--- src/psup_pkg.sv ---
`default_nettype none
package psup_pkg;
    localparam int CNT_W = 13;
    localparam int CE_W = 12;
    localparam int PRESC_W = 18;
    localparam int SYNC_W = 3;

    localparam int CLK_PERIOD_NS = 4;
    localparam int NS_PER_US = 1000;
    localparam int NS_PER_MS = 1000000;
    localparam int MS_CYCLES_DEF = NS_PER_MS / CLK_PERIOD_NS;

    localparam logic [CNT_W-1:0] WD_SLOW_MS = 13'h0640;
    localparam logic [CNT_W-1:0] WD_FAST_MS = 13'h0064;
    localparam logic [CNT_W-1:0] RST_MS = 13'h00c8;

    localparam logic [CNT_W-1:0] EXT_WD_NORM_CLKS = 13'h0400;
    localparam logic [CNT_W-1:0] EXT_WD_AFTER_CLKS = 13'h1000;
    localparam logic [CNT_W-1:0] EXT_RST_CLKS = 13'h0800;

    localparam int CE_HOLD_US = 15;
    localparam int CE_HOLD_CYC_INT = CE_HOLD_US * NS_PER_US / CLK_PERIOD_NS;
    localparam logic [CE_W-1:0] CE_HOLD_LAST = CE_W'(CE_HOLD_CYC_INT - 1);

    localparam int SB_LOW = 0;
    localparam int SB_BHI = 1;
    localparam int SB_PF = 2;
    localparam logic [SYNC_W-1:0] SYNC_RST = 3'h1;

    typedef enum logic [0:0] {
        ST_RESET = 1'b0,
        ST_RUN = 1'b1
    } psup_state_t;
endpackage
`default_nettype wire

--- src/psup_sync.sv ---
`default_nettype none
module psup_sync
    import psup_pkg::*;
(
    input wire logic clk,
    input wire logic nrst,
    input wire logic clk_en,
    input wire logic [SYNC_W-1:0] d,
    output logic [SYNC_W-1:0] q
);
    typedef struct packed {
        logic [SYNC_W-1:0] meta;
        logic [SYNC_W-1:0] sync;
    } psup_sync_t;

    psup_sync_t r_ff;
    psup_sync_t nxt_r;

    // The first stage feeds only the second stage.
    always_comb begin
        nxt_r = r_ff;
        nxt_r.meta = d;
        nxt_r.sync = r_ff.meta;
    end

    always_ff @(posedge clk or negedge nrst) begin
        if (!nrst) begin
            r_ff.meta <= SYNC_RST;
            r_ff.sync <= SYNC_RST;
        end else if (clk_en) begin
            r_ff <= nxt_r;
        end
    end

    assign q = r_ff.sync;
endmodule
`default_nettype wire

--- src/psup_top.sv ---
`default_nettype none
module psup_top
    import psup_pkg::*;
#(
    parameter int MS_CYCLES = MS_CYCLES_DEF
) (
    input wire logic REF_CLK,
    input wire logic NRST,
    input wire logic CLK_EN,
    input wire logic SUPPLY_LOW_IN,
    input wire logic BACKUP_HIGHER_IN,
    input wire logic POWERFAIL_SENSE_IN,
    input wire logic TIMING_SOURCE_SEL,
    input wire logic TIMING_A,
    input wire logic WATCHDOG_KICK_IN,
    input wire logic WATCHDOG_KICK_MID,
    input wire logic CHIP_SELECT_N_IN,
    output logic BACKUP_ACTIVE_OUT,
    output logic SUPPLY_LOW_N,
    output logic RESET_N,
    output logic RESET_HI_OUT,
    output logic RESET_HI_OE,
    output logic POWERFAIL_FLAG_N,
    output logic WATCHDOG_FAULT_N,
    output logic CHIP_SELECT_N_OUT
);
    typedef struct packed {
        psup_state_t state;
        logic reset_n;
        logic [CNT_W-1:0] rst_cnt;
        logic [CNT_W-1:0] wd_cnt;
        logic after_rst;
        logic kick_prev;
        logic fault_n;
        logic ce_pass;
        logic ce_hold;
        logic [CE_W-1:0] ce_cnt;
        logic [PRESC_W-1:0] presc;
        logic osc_prev;
        logic backup;
        logic low_n;
        logic pf_n;
    } psup_top_t;

    psup_top_t r_ff;
    psup_top_t nxt_r;
    logic [SYNC_W-1:0] cmp_s;
    logic low;
    logic ext;
    logic fast;
    logic tick;
    logic kick_edge;

    function automatic logic [CNT_W-1:0] wd_limit(input logic is_ext, input logic is_fast, input logic after);
        logic [CNT_W-1:0] lim;
        lim = WD_SLOW_MS;
        if (is_ext) begin
            lim = after ? EXT_WD_AFTER_CLKS : EXT_WD_NORM_CLKS;
        end else if (is_fast && !after) begin
            lim = WD_FAST_MS;
        end
        return lim;
    endfunction

    function automatic logic [CNT_W-1:0] rst_limit(input logic is_ext);
        return is_ext ? EXT_RST_CLKS : RST_MS;
    endfunction

    psup_sync u_sync (
        .clk(REF_CLK),
        .nrst(NRST),
        .clk_en(CLK_EN),
        .d({POWERFAIL_SENSE_IN, BACKUP_HIGHER_IN, SUPPLY_LOW_IN}),
        .q(cmp_s)
    );

    assign low = cmp_s[SB_LOW];
    assign ext = !TIMING_SOURCE_SEL;
    assign fast = TIMING_SOURCE_SEL && !TIMING_A;
    assign kick_edge = !WATCHDOG_KICK_MID && (WATCHDOG_KICK_IN != r_ff.kick_prev);

    always_comb begin
        nxt_r = r_ff;
        tick = 1'b0;
        nxt_r.osc_prev = TIMING_A;
        nxt_r.kick_prev = WATCHDOG_KICK_IN;

        // In external mode each rising edge on timing_a is one count.
        if (ext) begin
            tick = TIMING_A && !r_ff.osc_prev;
            nxt_r.presc = '0;
        end else if (r_ff.presc == PRESC_W'(MS_CYCLES - 1)) begin
            tick = 1'b1;
            nxt_r.presc = '0;
        end else begin
            nxt_r.presc = r_ff.presc + 1'b1;
        end

        if (low && cmp_s[SB_BHI]) begin
            nxt_r.backup = 1'b1;
        end else if (!low && !cmp_s[SB_BHI]) begin
            nxt_r.backup = 1'b0;
        end

        nxt_r.low_n = !low;
        nxt_r.pf_n = cmp_s[SB_PF];

        // Supply low, an open kick input or a kick edge all release the fault.
        if (low || WATCHDOG_KICK_MID || kick_edge) begin
            nxt_r.fault_n = 1'b1;
        end

        case (r_ff.state)
            ST_RESET: begin
                nxt_r.wd_cnt = '0;
                if (low) begin
                    nxt_r.rst_cnt = '0;
                end else if (tick) begin
                    if (r_ff.rst_cnt == rst_limit(ext) - 1'b1) begin
                        nxt_r.state = ST_RUN;
                        nxt_r.reset_n = 1'b1;
                        nxt_r.rst_cnt = '0;
                        nxt_r.after_rst = 1'b1;
                    end else begin
                        nxt_r.rst_cnt = r_ff.rst_cnt + 1'b1;
                    end
                end
            end
            ST_RUN: begin
                if (low) begin
                    nxt_r.state = ST_RESET;
                    nxt_r.reset_n = 1'b0;
                    nxt_r.rst_cnt = '0;
                end else if (WATCHDOG_KICK_MID || kick_edge) begin
                    nxt_r.wd_cnt = '0;
                    if (kick_edge) begin
                        nxt_r.after_rst = 1'b0;
                    end
                end else if (tick) begin
                    if (r_ff.wd_cnt == wd_limit(ext, fast, r_ff.after_rst) - 1'b1) begin
                        nxt_r.fault_n = 1'b0;
                        nxt_r.state = ST_RESET;
                        nxt_r.reset_n = 1'b0;
                        nxt_r.rst_cnt = '0;
                        nxt_r.wd_cnt = '0;
                    end else begin
                        nxt_r.wd_cnt = r_ff.wd_cnt + 1'b1;
                    end
                end
            end
            default: begin
                nxt_r.state = ST_RESET;
                nxt_r.reset_n = 1'b0;
            end
        endcase

        // A cycle already under way when reset asserts may finish for a bounded time.
        if (nxt_r.state == ST_RUN) begin
            nxt_r.ce_hold = 1'b0;
        end else if (r_ff.state == ST_RUN) begin
            nxt_r.ce_hold = !CHIP_SELECT_N_IN;
            nxt_r.ce_cnt = '0;
        end else if (r_ff.ce_hold) begin
            if (CHIP_SELECT_N_IN || r_ff.ce_cnt == CE_HOLD_LAST) begin
                nxt_r.ce_hold = 1'b0;
            end else begin
                nxt_r.ce_cnt = r_ff.ce_cnt + 1'b1;
            end
        end
        nxt_r.ce_pass = (nxt_r.state == ST_RUN) || nxt_r.ce_hold;
    end

    always_ff @(posedge REF_CLK or negedge NRST) begin
        if (!NRST) begin
            r_ff.state <= ST_RESET;
            r_ff.reset_n <= 1'b0;
            r_ff.rst_cnt <= '0;
            r_ff.wd_cnt <= '0;
            r_ff.after_rst <= 1'b0;
            r_ff.kick_prev <= 1'b0;
            r_ff.fault_n <= 1'b1;
            r_ff.ce_pass <= 1'b0;
            r_ff.ce_hold <= 1'b0;
            r_ff.ce_cnt <= '0;
            r_ff.presc <= '0;
            r_ff.osc_prev <= 1'b0;
            r_ff.backup <= 1'b0;
            r_ff.low_n <= 1'b0;
            r_ff.pf_n <= 1'b0;
        end else if (CLK_EN) begin
            r_ff <= nxt_r;
        end
    end

    assign BACKUP_ACTIVE_OUT = r_ff.backup;
    assign SUPPLY_LOW_N = r_ff.low_n;
    assign RESET_N = r_ff.reset_n;
    // The open-drain pin pulls low only while reset is inactive.
    assign RESET_HI_OUT = 1'b0;
    assign RESET_HI_OE = r_ff.reset_n;
    assign POWERFAIL_FLAG_N = r_ff.pf_n;
    assign WATCHDOG_FAULT_N = r_ff.fault_n;
    // The gate stays combinational so that chip-select edges pass without a clock of delay.
    assign CHIP_SELECT_N_OUT = CHIP_SELECT_N_IN || !r_ff.ce_pass;
endmodule
`default_nettype wire

--- config.mk ---
export PLATFORM = sky130hd
export DESIGN_NAME = psup_top
export DESIGN_NICKNAME = d
export VERILOG_FILES = /design/src/psup_pkg.sv /design/src/psup_sync.sv /design/src/psup_top.sv
export SDC_FILE = /design/constraint.sdc
export NUM_CORES = 1
export LEC_CHECK = 0
export ABC_AREA = 1
export BUFFER_PORTS_ARGS = -buffer_cell sky130_fd_sc_hd__buf_2
export CAP_MARGIN = 20
export CORE_MARGIN = 1.5
export CORE_UTILIZATION = 45
export CTS_CLUSTER_SIZE = 25
export DETAILED_ROUTE_END_ITERATION = 8
export REMOVE_ABC_BUFFERS = 1
export SETUP_SLACK_MARGIN = 0.02
export SYNTH_ARGS = -nofsm -noshare
export SYNTH_HDL_FRONTEND = slang
export SYNTH_SLANG_ARGS = --single-unit
--- constraint.sdc ---
create_clock -name REF_CLK -period 2.86 [get_ports REF_CLK]
set_clock_uncertainty 0.15 [all_clocks]
set_input_delay 0.572 -clock REF_CLK [delete_from_list [all_inputs] [get_ports REF_CLK]]
set_output_delay 0.572 -clock REF_CLK [all_outputs]
set_load 0.01 [all_outputs]
Word-level counts from Yosys, hierarchy flattened. Cells that the tools add are included.

Flip-flop bits (word level): 73. Output and inout port bits: 8.

Equality and inequality tests: 17. Add/subtract/negate cells: 6. Mux-type cells: 43. Reduce and logical (&&, ||, !) cells: 28. Bitwise operators: 2.

Operators by type and width (number): $mux 13 (12); $mux 15 (4); $pmux 29 s2 (1); $mux 18 (2); $mux 28 (1); $add 13x1->13 const B (2); $eq 13x13->1 (2); $mux 12 (2); $add 18x1->18 const B (1); $eq 18x18->1 const B (1); $mux 1 (17); $mux 14 (1); $reduce_and 7->1 (2); $sub 12x1->13 const B (1); $sub 13x1->13 const B (1); $add 12x1->12 const B (1); $eq 12x12->1 const B (1); $mux 11 (1); $ne 2x2->1 const B (5); $ne 3x1->1 const B (3); $logic_not 1->1 (8); $logic_and 1x1->1 (6); $logic_or 1x1->1 (6); $ne 3x2->1 const B (2); other kinds (9) (13).

Longest topological paths before layout. Gate-level depths: netlist of run 1.

Depth after elaboration: 18. Gate-level depth with buffers: 14. Mapped depth without buffers: 13.

Hierarchy. From an unflattened synthesis of run 1, not the netlist that was laid out.

Cells, all modules: 681. Area total of the unflattened synthesis: 4729.5 um^2.

Modules (own cells, without submodules): psup_top (cells each 656, seq. area each 1677.9 um^2, times used 1, area each 4505.6 um^2); psup_sync (cells each 25, seq. area each 152.6 um^2, times used 1, area each 224.0 um^2).

Worst setup path after synthesis of run 1. No wires, ideal clock.

Path type: input to register. Start point: input port TIMING_SOURCE_SEL. End point: register r_ff[27] (netlist name). Data required time: 2593 ps. Stages: 14. Library setup time: 117 ps. Data arrival time: 1750 ps. Slack: 843 ps. Cell sequence: buf_6 -> inv_4 -> nand2_1 -> nand2_1 -> nand2_1 -> nor2_2 -> nand3_2 -> nor2_4 -> nand3_2 -> nand3_4 -> nand2_4 -> buf_8 -> nand2_2 -> nand2_1.

Cells in the longest elaborated chain, start to end: 17. Elaborated cells between the ends (all ways): 24. Those cells by class: 2 x add/sub; 2 x eq/ne; 16 x mux; 1 x bitwise; 3 x reduce/logical.

RTL lines: start, declared (line psup_top.sv:13) `input wire logic TIMING_SOURCE_SEL,`; $logic_and 1x1->1 (line psup_top.sv:79) `assign fast = TIMING_SOURCE_SEL && !TIMING_A;`; $logic_and 1x1->1 (line psup_top.sv:59) `end else if (is_fast && !after) begin`; $mux 11 (line psup_top.sv:59); $mux 13 (line psup_top.sv:57) `if (is_ext) begin`; $mux 13 (line psup_top.sv:139) `end else if (tick) begin`; $mux 13 (line psup_top.sv:134) `end else if (WATCHDOG_KICK_MID || kick_edge) begin`; $mux 13 (line psup_top.sv:130) `if (low) begin`; $mux 13 (line psup_top.sv:113) `case (r_ff.state)`; $sub 13x1->13 (line psup_top.sv:140) `if (r_ff.wd_cnt == wd_limit(ext, fast, r_ff.after_rst) - 1'b1) begin`; $eq 13x13->1 (line psup_top.sv:140); $mux 15 (line psup_top.sv:140); $mux 28 (line psup_top.sv:139); $mux 15 (line psup_top.sv:134); $mux 15 (line psup_top.sv:130); $pmux 29 s2 * (line psup_top.sv:113); $not 1->1 (no source line) *; $reduce_and 4->1 (no source line) *; end signal, assigned (line psup_top.sv:191) `r_ff <= nxt_r;`; end, declared (line psup_top.sv:45) `psup_top_t r_ff;`.

Every way passes the cells marked *; elsewhere a longest branch is shown, timed or not. The select of a mux whose other input is x is not followed. A chain may end at the register's enable or synchronous reset.

Worst setup path in the final report of run 1.
Start point: register r_ff[4] (netlist name). End point: register r_ff[55] (netlist name).

Cells in the longest elaborated chain, start to end: 5. Elaborated cells between the ends (all ways): 6. Those cells by class: 3 x eq/ne; 2 x mux; 1 x reduce/logical.

RTL lines: $eq 18x18->1 * (line psup_top.sv:92) `end else if (r_ff.presc == PRESC_W'(MS_CYCLES - 1)) begin`; $mux 1 * (line psup_top.sv:92); $mux 1 * (line psup_top.sv:89) `if (ext) begin`; $ne 3x2->1 (no source line) or $ne 3x1->1 (tied branches); $reduce_and 5->1 (no source line) *.

Every way passes the cells marked *; elsewhere a longest branch is shown, timed or not.

==> results by group, run 1 <==
Cells and area
  • Synthesis-to-layout area growth: 8.25%
  • Final core utilization: 0.508
  • Multi-input logic area: 0.00240 mm²
  • Ant. Diodes: 0
  • Layout fillers: 988
  • Fraction of layout cells with a size suffix above 1: 0.140
  • Final net count: ~660
  • Non-filler cells, final: slightly below 800
  • Reg area: between 0.0015 and 0.002 mm²

Critical path
  • Cell Chain, Critical Path: ha_1 > nand3_4 > nor2_4 > nand3_4 > nand2_4 > nand3_2 > a21oi_1 > nand2_1 > nand2_1 > o21ai_2
  • CP arrival: about 2.3 ns
  • Worst path max stage delay: 0.39 ns
  • FF-to-FF setup slack: roughly 0.6 ns
  • Critical path launch point type: flip-flop
  • Crit end category: flip-flop
  • Crit Path Class: flip-flop to flip-flop
  • FF-to-FF End: r_ff[55]
  • R2R Path Start: r_ff[4]
  • WP data required: 2.93 ns
  • Worst R2R Path Depth: 10
  • Highest-delay cell along the critical path: dfrtp_1
  • CP Max Fanout: 11

Timing
  • Max frequency: 0.443 GHz
  • Tmin final: roughly 2.3 ns
  • Tcrit/Tclk final: 0.789
  • Setup TNS: 0 ns
  • Max-slew violations: 0
  • Hold Fails Final Rpt: 0
  • Measured slew at the worst slew-check pin: between 0.5 and 0.6 ns
  • Worst slew margin: 0.603
  • # setup viols final: 0
  • RSZ-0062 raised after global routing: no

Yosys
  • Most used DFF post-synth: dfrtp_1
  • Post-synth EDFFs: 0
  • Synth Cell Area: 0.00463 mm²
  • Leading area contributor after synthesis: dfrtp_1
  • Netlist cell types: 50
  • Sequential area share after synthesis: 0.396
  • Post-synth ARST share: 1.00
  • Synth area leaders: dfrtp_1, nand2_1, nor2_1
  • Mapped Cells: around 630
  • Synthesized area per cell: 7.37 µm²
  • Yosys warns: 0
  • Most common cell in the synthesized netlist: nand2_1
  • Synthesis-stage register bit count: 73
  • Synth top area share: 0.379
  • Synth cell count leaders: nand2_1, nor2_1, dfrtp_1, inv_1, nand3_1

Floorplan
  • Top Ports: 19
  • Core footprint: 0.00986 mm²
  • Die height: around 100 µm
  • Num rows: 36
  • Width of the die: 104 µm
  • Die footprint: ~0.011 mm²
  • Initial Utilization: 0.469

Drt
  • WL/cell: 12.9 µm
  • Initial DRC count: around 180
  • Via density: slightly above 5
  • Post-route ant nets: 0
  • DRT Pass-1 Iters: 4
  • DR vias: between 3000 and 4000
  • DRC: 0
  • Drt total wl: 10100 µm

Global route
  • Vias in the first global route: a little under 4000
  • Largest net degree at the start of global routing: between 40 and 50
  • First-pass GRT wire length: between 15000 and 20000 µm
  • GRT Total Usage: 0.205
  • GRT Residual Overflow: 0
  • Initial antenna violation count: 0

Job
  • Total of max-cap violations: 0

Power
  • Pwr Density: 439 mW/mm²
  • Leakage: approximately 2.3 nW
  • Max IR drop VDD: approximately 0.38 mV
  • Total power: 0.00220 W

Placed design
  • Cell Count Post-Placement: ~770
  • GPL Wtd Cong: 0.844
  • Port bufs: 17
  • Post-DP HPWL: roughly 7300 µm

CTS
  • # clock sinks: 73
  • Post-CTS sizing: 0
  • Root Driver: clkbuf_8
  • Htree depth: 3
  • Post CTS Setup Buffer Count: 0
  • Clk slew on worst S/H paths: 0.07 ns
  • Hold-fix buffers at CTS: 0
  • Worst-Skew Late Latency: 0.34 ns
  • TritonCTS Buffers: 9
  • CTS tree: yes
  • Clock Tree Buf Depth: 2

Min path
  • Hold/Removal Path Class: input pin to asynchronous set/reset pin

Run status
  • Status: finished, final reports clean
## per-layer routing
layer | share of wire | vias to the layer above | track usage
met3 | 0.032 | 6 | 0.0445
li1 | - | 2041 | -
met4 | 0.0075 | 0 | 0.0585
met1 | 0.51 | 1823 | 0.283
met5 | 0 | - | 0
met2 | 0.45 | 75 | 0.324
## area by class of cell
cell class,count,share of cell area
multi-input cells,468,0.480
flip-flops and latches,73,0.365
inverters,70,0.0530
well taps,133,0.0332
repair buffers,22,0.0275
clock buffers,12,0.0270
clock inverters,4,0.0140
## cells by family after synthesis
kind of cell	count (synthesis)	share of synthesized area
other cells	1	0.000810
simple gates	377	0.381
fa+ha+maj	6	0.0162
compound gates	60	0.0746
xor+xnor	21	0.0398
mux	3	0.00676
buf+inv	87	0.0849
flops	73	0.396
## sequential cells by signal, indices dropped and copies added, names as in the netlist
name and flops:
POWERFAIL_FLAG_N 1, SUPPLY_LOW_N 1, u_sync.q 3, u_sync.nxt_r 3, BACKUP_ACTIVE_OUT 1, WATCHDOG_FAULT_N 1
r_ff 62, RESET_HI_OE 1
## through the flow
| stage | hold slack (ns) | instance area, µm² | setup slack [ns] |
|---|---|---|---|
| floorplan | 0.126 | 4500 | 0.882 |
| global placement | 0.302 | 4800 | 0.392 |
| detailed placement | 0.306 | 4800 | 0.293 |
| CTS | 0.0846 | 5010 | 0.613 |
| global route | 0.126 | 5010 | 0.335 |
| finish | 0.0833 | 5010 | 0.605 |
## critical path: cells and delay by family (launching register included)
kind,cells,cell delay [ns]
and+or+nand+nor,7,1.06
DFF,1,0.39
AOI/OAI and AO/OA,2,0.28
adders and majority gates,1,0.24
## how the worst max path moves through the flow
stage                      startpoint  endpoint  slack (ns)  cells past startpoint
global placement    TIMING_SOURCE_SEL  r_ff[55]        0.39                     12
CTS                           r_ff[4]  r_ff[55]        0.61                     10
global route                  r_ff[4]  r_ff[64]        0.34                     10
detailed placement  TIMING_SOURCE_SEL  r_ff[55]        0.29                     10
floorplan                      CLK_EN  r_ff[21]        0.88                      7
finish                        r_ff[4]  r_ff[55]        0.60                     10
## layout by cell type, fill, tap and decap left out, types with 3 or more instances in the layout
cell / netlist / routed
a21oi_1: 16 / 16
a31oi_1: 3 / 3
buf_2: 3 / 16
buf_4: 3 / 5
clkbuf_1: 4 / 3
clkbuf_8: 0 / 9
dfrtp_1: 70 / 70
dfstp_2: 3 / 3
ha_1: 6 / 6
inv_1: 59 / 59
inv_2: 9 / 9
nand2_1: 168 / 168
nand2_2: 16 / 16
nand2_4: 3 / 3
nand3_1: 59 / 59
nand3_2: 4 / 4
nand3_4: 3 / 3
nand4_1: 12 / 12
nor2_1: 81 / 81
nor2_2: 3 / 3
nor2_4: 4 / 4
nor3_1: 12 / 12
nor4_1: 3 / 3
o21ai_0: 19 / 19
o21ai_1: 11 / 11
xnor2_1: 6 / 6
xor2_1: 15 / 15
## power by group
part	switching [W]	internal [W]	leakage, nW
clock network	0.000379	0.000490	0.104
logic	0.000151	0.0000722	1.19
registers	0.0000324	0.00107	0.988
Power figures use the tool's default switching activity.
==> run 2, diff against run 1 <==
--- a/config.mk
+++ b/config.mk
@@ -5,7 +5,7 @@
 export SDC_FILE = /design/constraint.sdc
 export NUM_CORES = 1
 export LEC_CHECK = 0
-export ABC_AREA = 1
+export ABC_AREA = 0
 export BUFFER_PORTS_ARGS = -buffer_cell sky130_fd_sc_hd__buf_2
 export CAP_MARGIN = 20
 export CORE_MARGIN = 1.5
==> constraint.sdc (replaced) <==
create_clock -name REF_CLK -period 1.9 [get_ports REF_CLK]
set_clock_uncertainty 0.15 [all_clocks]
set_input_delay 0.38 -clock REF_CLK [delete_from_list [all_inputs] [get_ports REF_CLK]]
set_output_delay 0.38 -clock REF_CLK [all_outputs]
set_load 0.01 [all_outputs]
==> results by group, run 2 <==
Yosys
  • Netlist cell types: 60 (was 50)
  • Synth area leaders: dfrtp_1, o2bb2ai_1, nor2_1 (was dfrtp_1, nand2_1, nor2_1)
  • Yosys warns: 0 (unchanged)
  • Synthesis-stage register bit count: 73 (unchanged)
  • Synth Cell Area: 0.00409 mm² (was 0.00463 mm²)
  • Sequential area share after synthesis: 0.448 (was 0.396)
  • Leading area contributor after synthesis: dfrtp_1 (unchanged)
  • Post-synth ARST share: 1.00 (unchanged)
  • Post-synth EDFFs: 0 (unchanged)
  • Synth top area share: 0.429 (was 0.379)
  • Most common cell in the synthesized netlist: dfrtp_1 (was nand2_1)
  • Most used DFF post-synth: dfrtp_1 (unchanged)
  • Synth cell count leaders: dfrtp_1, nor2_1, nand2_1, o2bb2ai_1, nand3_1 (was nand2_1, nor2_1, dfrtp_1, inv_1, nand3_1)
  • Synthesized area per cell: 9.38 µm² (was 7.37 µm²)
  • Mapped Cells: 436 (was 628)

Critical path
  • CP bufs+invs: 2 (was 0)
  • Worst R2R Path Depth: 8 (was 10)
  • CP arrival: 2.34 ns (was 2.33 ns)
  • FF-to-FF End: r_ff[62] (was r_ff[55])
  • Crit Path Class: flip-flop to flip-flop (unchanged)
  • Crit end category: flip-flop (unchanged)
  • R2R Path Start: r_ff[49] (was r_ff[4])
  • Highest-delay cell along the critical path: a2111oi_4 (was dfrtp_1)
  • Worst path max stage delay: 0.47 ns (was 0.39 ns)
  • Top cell family by delay on the critical path: compound AO/OA/AOI/OAI gates (was simple AND/OR/NAND/NOR gates)
  • Critical path launch point type: flip-flop (unchanged)
  • CP Max Fanout: 5 (was 11)
  • Crit path launch: r_ff[49] (was r_ff[4])
  • Cell Chain, Critical Path: buf_4 > o21a_1 > o2111ai_2 > a2111oi_4 > a31oi_4 > or2_4 > buf_6 > o2bb2ai_2 (was ha_1 > nand3_4 > nor2_4 > nand3_4 > nand2_4 > nand3_2 > a21oi_1 > nand2_1 > nand2_1 > o21ai_2)
  • WP data required: 1.98 ns (was 2.93 ns)
  • FF-to-FF setup slack: -0.36 ns (was 0.60 ns)

Timing
  • Worst slew margin: 0.463 (was 0.603)
  • Worst Slack Setup Final: -0.362 ns (was 0.605 ns)
  • RSZ-0062 raised after global routing: yes (was no)
  • # setup viols final: 45 (was 0)
  • Tcrit/Tclk final: 1.19 (was 0.789)
  • Measured slew at the worst slew-check pin: 0.802 ns (was 0.589 ns)
  • Tmin final: 2.26 ns (about the same)
  • Hold Fails Final Rpt: 0 (unchanged)
  • Max-slew violations: 0 (unchanged)
  • Max frequency: 0.442 GHz (was 0.443 GHz)

Placed design
  • Post-DP HPWL: 7160 µm (was 7330 µm)
  • GPL Wtd Cong: 0.804 (was 0.844)
  • Place WS: -0.471 ns (was 0.293 ns)
  • Port bufs: 17 (unchanged)

Cells and area
  • Max reg flops: 62 (unchanged)
  • Final net count: 580 (was 661)
  • Largest Register: r_ff (unchanged)
  • Commonest non-fill, non-tap cell in the layout: buf_4 (was nand2_1)
  • Ant. Diodes: 0 (unchanged)
  • Synthesis-to-layout area growth: 42.0% (was 8.25%)
  • Most frequent cells in the layout: buf_4, dfrtp_1, nor2_1 (was nand2_1, nor2_1, dfrtp_1)
  • Fraction of layout cells with a size suffix above 1: 0.396 (was 0.140)

Power
  • Leakage: 2.59 nW (was 2.29 nW)
  • Pwr Density: 632 mW/mm² (was 439 mW/mm²)
  • Sw Ratio: 0.285 (was 0.256)
  • Sequential power share: 0.470 (was 0.503)
  • Max IR drop VDD: 0.382 mV (was 0.383 mV)
  • Power Internal: 0.00262 W (was 0.00164 W)
  • NetSw: 0.00104 W (was 0.000563 W)
  • Total power: 0.00367 W (was 0.00220 W)
  • Clk pwr share: 0.335 (was 0.395)
  • Combinational Power Share: 0.195 (was 0.101)

Min path
  • WHS Endpoint: u_sync.nxt_r[2]
  • Hold/Removal Path Class: input pin to flip-flop (was input pin to asynchronous set/reset pin)
  • Min-delay src: POWERFAIL_SENSE_IN
  • WHS Path Cells: 2

Drt
  • DRC: 0 (unchanged)
  • Post-route ant nets: 0 (unchanged)
  • Drt total wl: 10700 µm (was 10100 µm)
  • WL/cell: 15.9 µm (was 12.9 µm)
  • DR vias: 3793 (was 3945)
  • Initial DRC count: 113 (was 179)
  • DRT Pass-1 Iters: 4 (unchanged)
  • Via density: 5.61 (was 5.04)

CTS
  • TritonCTS Buffers: 9 (unchanged)
  • # clock sinks: 73 (unchanged)
  • Root Driver: clkbuf_8 (unchanged)
  • Clock Tree Buf Depth: 2 (unchanged)
  • CTS tree: yes (unchanged)
  • Clk slew on worst S/H paths: 0.08 ns (was 0.07 ns)
  • Htree depth: 3 (unchanged)
  • Worst-Skew Late Latency: 0.35 ns (was 0.34 ns)

Floorplan
  • Core footprint: 0.00876 mm² (was 0.00986 mm²)
  • Num rows: 34 (was 36)
  • Die height: 98.3 µm (was 104 µm)
  • Top Ports: 19 (unchanged)
  • Initial Utilization: 0.466 (was 0.469)
  • Width of the die: 98.3 µm (was 104 µm)
  • Die footprint: 0.00966 mm² (was 0.0109 mm²)

Global route
  • Largest net degree at the start of global routing: 31 (was 45)
  • GRT Residual Overflow: 0 (unchanged)
  • GRT Total Usage: 0.235 (was 0.205)
  • Vias in the first global route: 3917 (was 3913)
  • First-pass GRT wire length: 18400 µm (was 18300 µm)
  • Initial antenna violation count: 0 (unchanged)

Run status
  • Failing checks: negative setup slack
  • Status: finished, violations left (was finished, final reports clean)

Job
  • Total of max-cap violations: 0 (unchanged)
[run 2: final cells by class]
| cell class | instances | area [µm²] |
|---|---|---|
| multi-input combinational | 334 | 2530 |
| fill | 706 | 2960 |
| clock inverter | 3 | 40.0 |
| tap | 108 | 135 |
| timing repair buffer | 133 | 1070 |
| clock buffer | 13 | 149 |
| sequential | 73 | 1830 |
| inverter | 12 | 45.0 |
[run 2: worst reg2reg max path, delay by kind of cell, from the launching register on]
kind	cells	cell delay [ns]
AO/OA/AOI/OAI	5	1.05
flip-flops	1	0.38
buffers and inverters	2	0.29
AND/OR/NAND/NOR	1	0.28
[run 2: kinds of logic (layout without fill, tap and decap cells)]
kind of cell / count (synthesis) / after routing / synth area share
multiplexers: 18 / 18 / 0.0465
buffers and inverters: 29 / 161 / 0.0306
other: 1 / 1 / 0.000917
AND/OR/NAND/NOR: 194 / 194 / 0.247
adder cells (fa/ha/maj): 6 / 6 / 0.0184
flip-flops: 73 / 73 / 0.448
XOR/XNOR: 16 / 16 / 0.0343
AO/OA/AOI/OAI: 99 / 99 / 0.174
[run 2: worst max path at each step]
| stage | cells after the start | to | slack [ns] |
|---|---|---|---|
| 6_report | 8 | r_ff[62] | -0.36 |
| 3_5_place_dp | 8 | RESET_HI_OE | -0.47 |
| 2_1_floorplan | 7 | r_ff[24] | -0.61 |
| 5_1_grt | 7 | r_ff[57] | -0.47 |
| 3_3_place_gp | 7 | r_ff[54] | -0.40 |
| 4_1_cts | 6 | r_ff[54] | -0.34 |
[run 2: power by group through the flow]
| stage | Combinational [W] | Clock [W] | Sequential [W] |
|---|---|---|---|
| final | 0.000714 | 0.00123 | 0.00172 |
| after global placement | 0.000571 | 0 | 0.00174 |
| after CTS | 0.000661 | 0.00124 | 0.00172 |
| after global routing | 0.000786 | 0.00133 | 0.00174 |
| after floorplan | 0.000254 | 0 | 0.00175 |
| after detailed placement | 0.000585 | 0 | 0.00175 |
[run 2: metrics by stage]
| step | cell area [µm²] | utilization | hold slack [ns] | TNS (ns) | instances |
|---|---|---|---|---|---|
| floorplan | 4010 | - | -0.0656 | -18.14 | 419 |
| global placement | 5030 | 0.574 | 0.193 | -16.22 | 645 |
| detailed placement | 5030 | 0.574 | 0.197 | -17.64 | 645 |
| CTS | 5610 | 0.640 | 0.0937 | -12.10 | 672 |
| global route | 5800 | 0.662 | 0.0931 | -17.98 | 676 |
| finish | 5800 | 0.662 | 0.110 | -12.53 | 676 |
[run 2: repair_timing]
item	in CTS	in global routing
cloned	2	0
setup endpoints to repair	59	61
setup buffers	9	7
hold endpoints to repair	26	0
hold buffers	1	0
pin swaps	39	15
gates resized for setup	76	39
[run 2: routing by layer]
| layer | routed length, µm | global-route usage | share of wire | vias to the layer above |
|---|---|---|---|---|
| li1 | - | - | - | 1845 |
| met1 | 4970 | 0.311 | 0.46 | 1875 |
| met2 | 5240 | 0.394 | 0.49 | 62 |
| met3 | 353 | 0.0401 | 0.033 | 11 |
| met4 | 159 | 0.0737 | 0.015 | 0 |
| met5 | 0 | 0 | 0 | - |
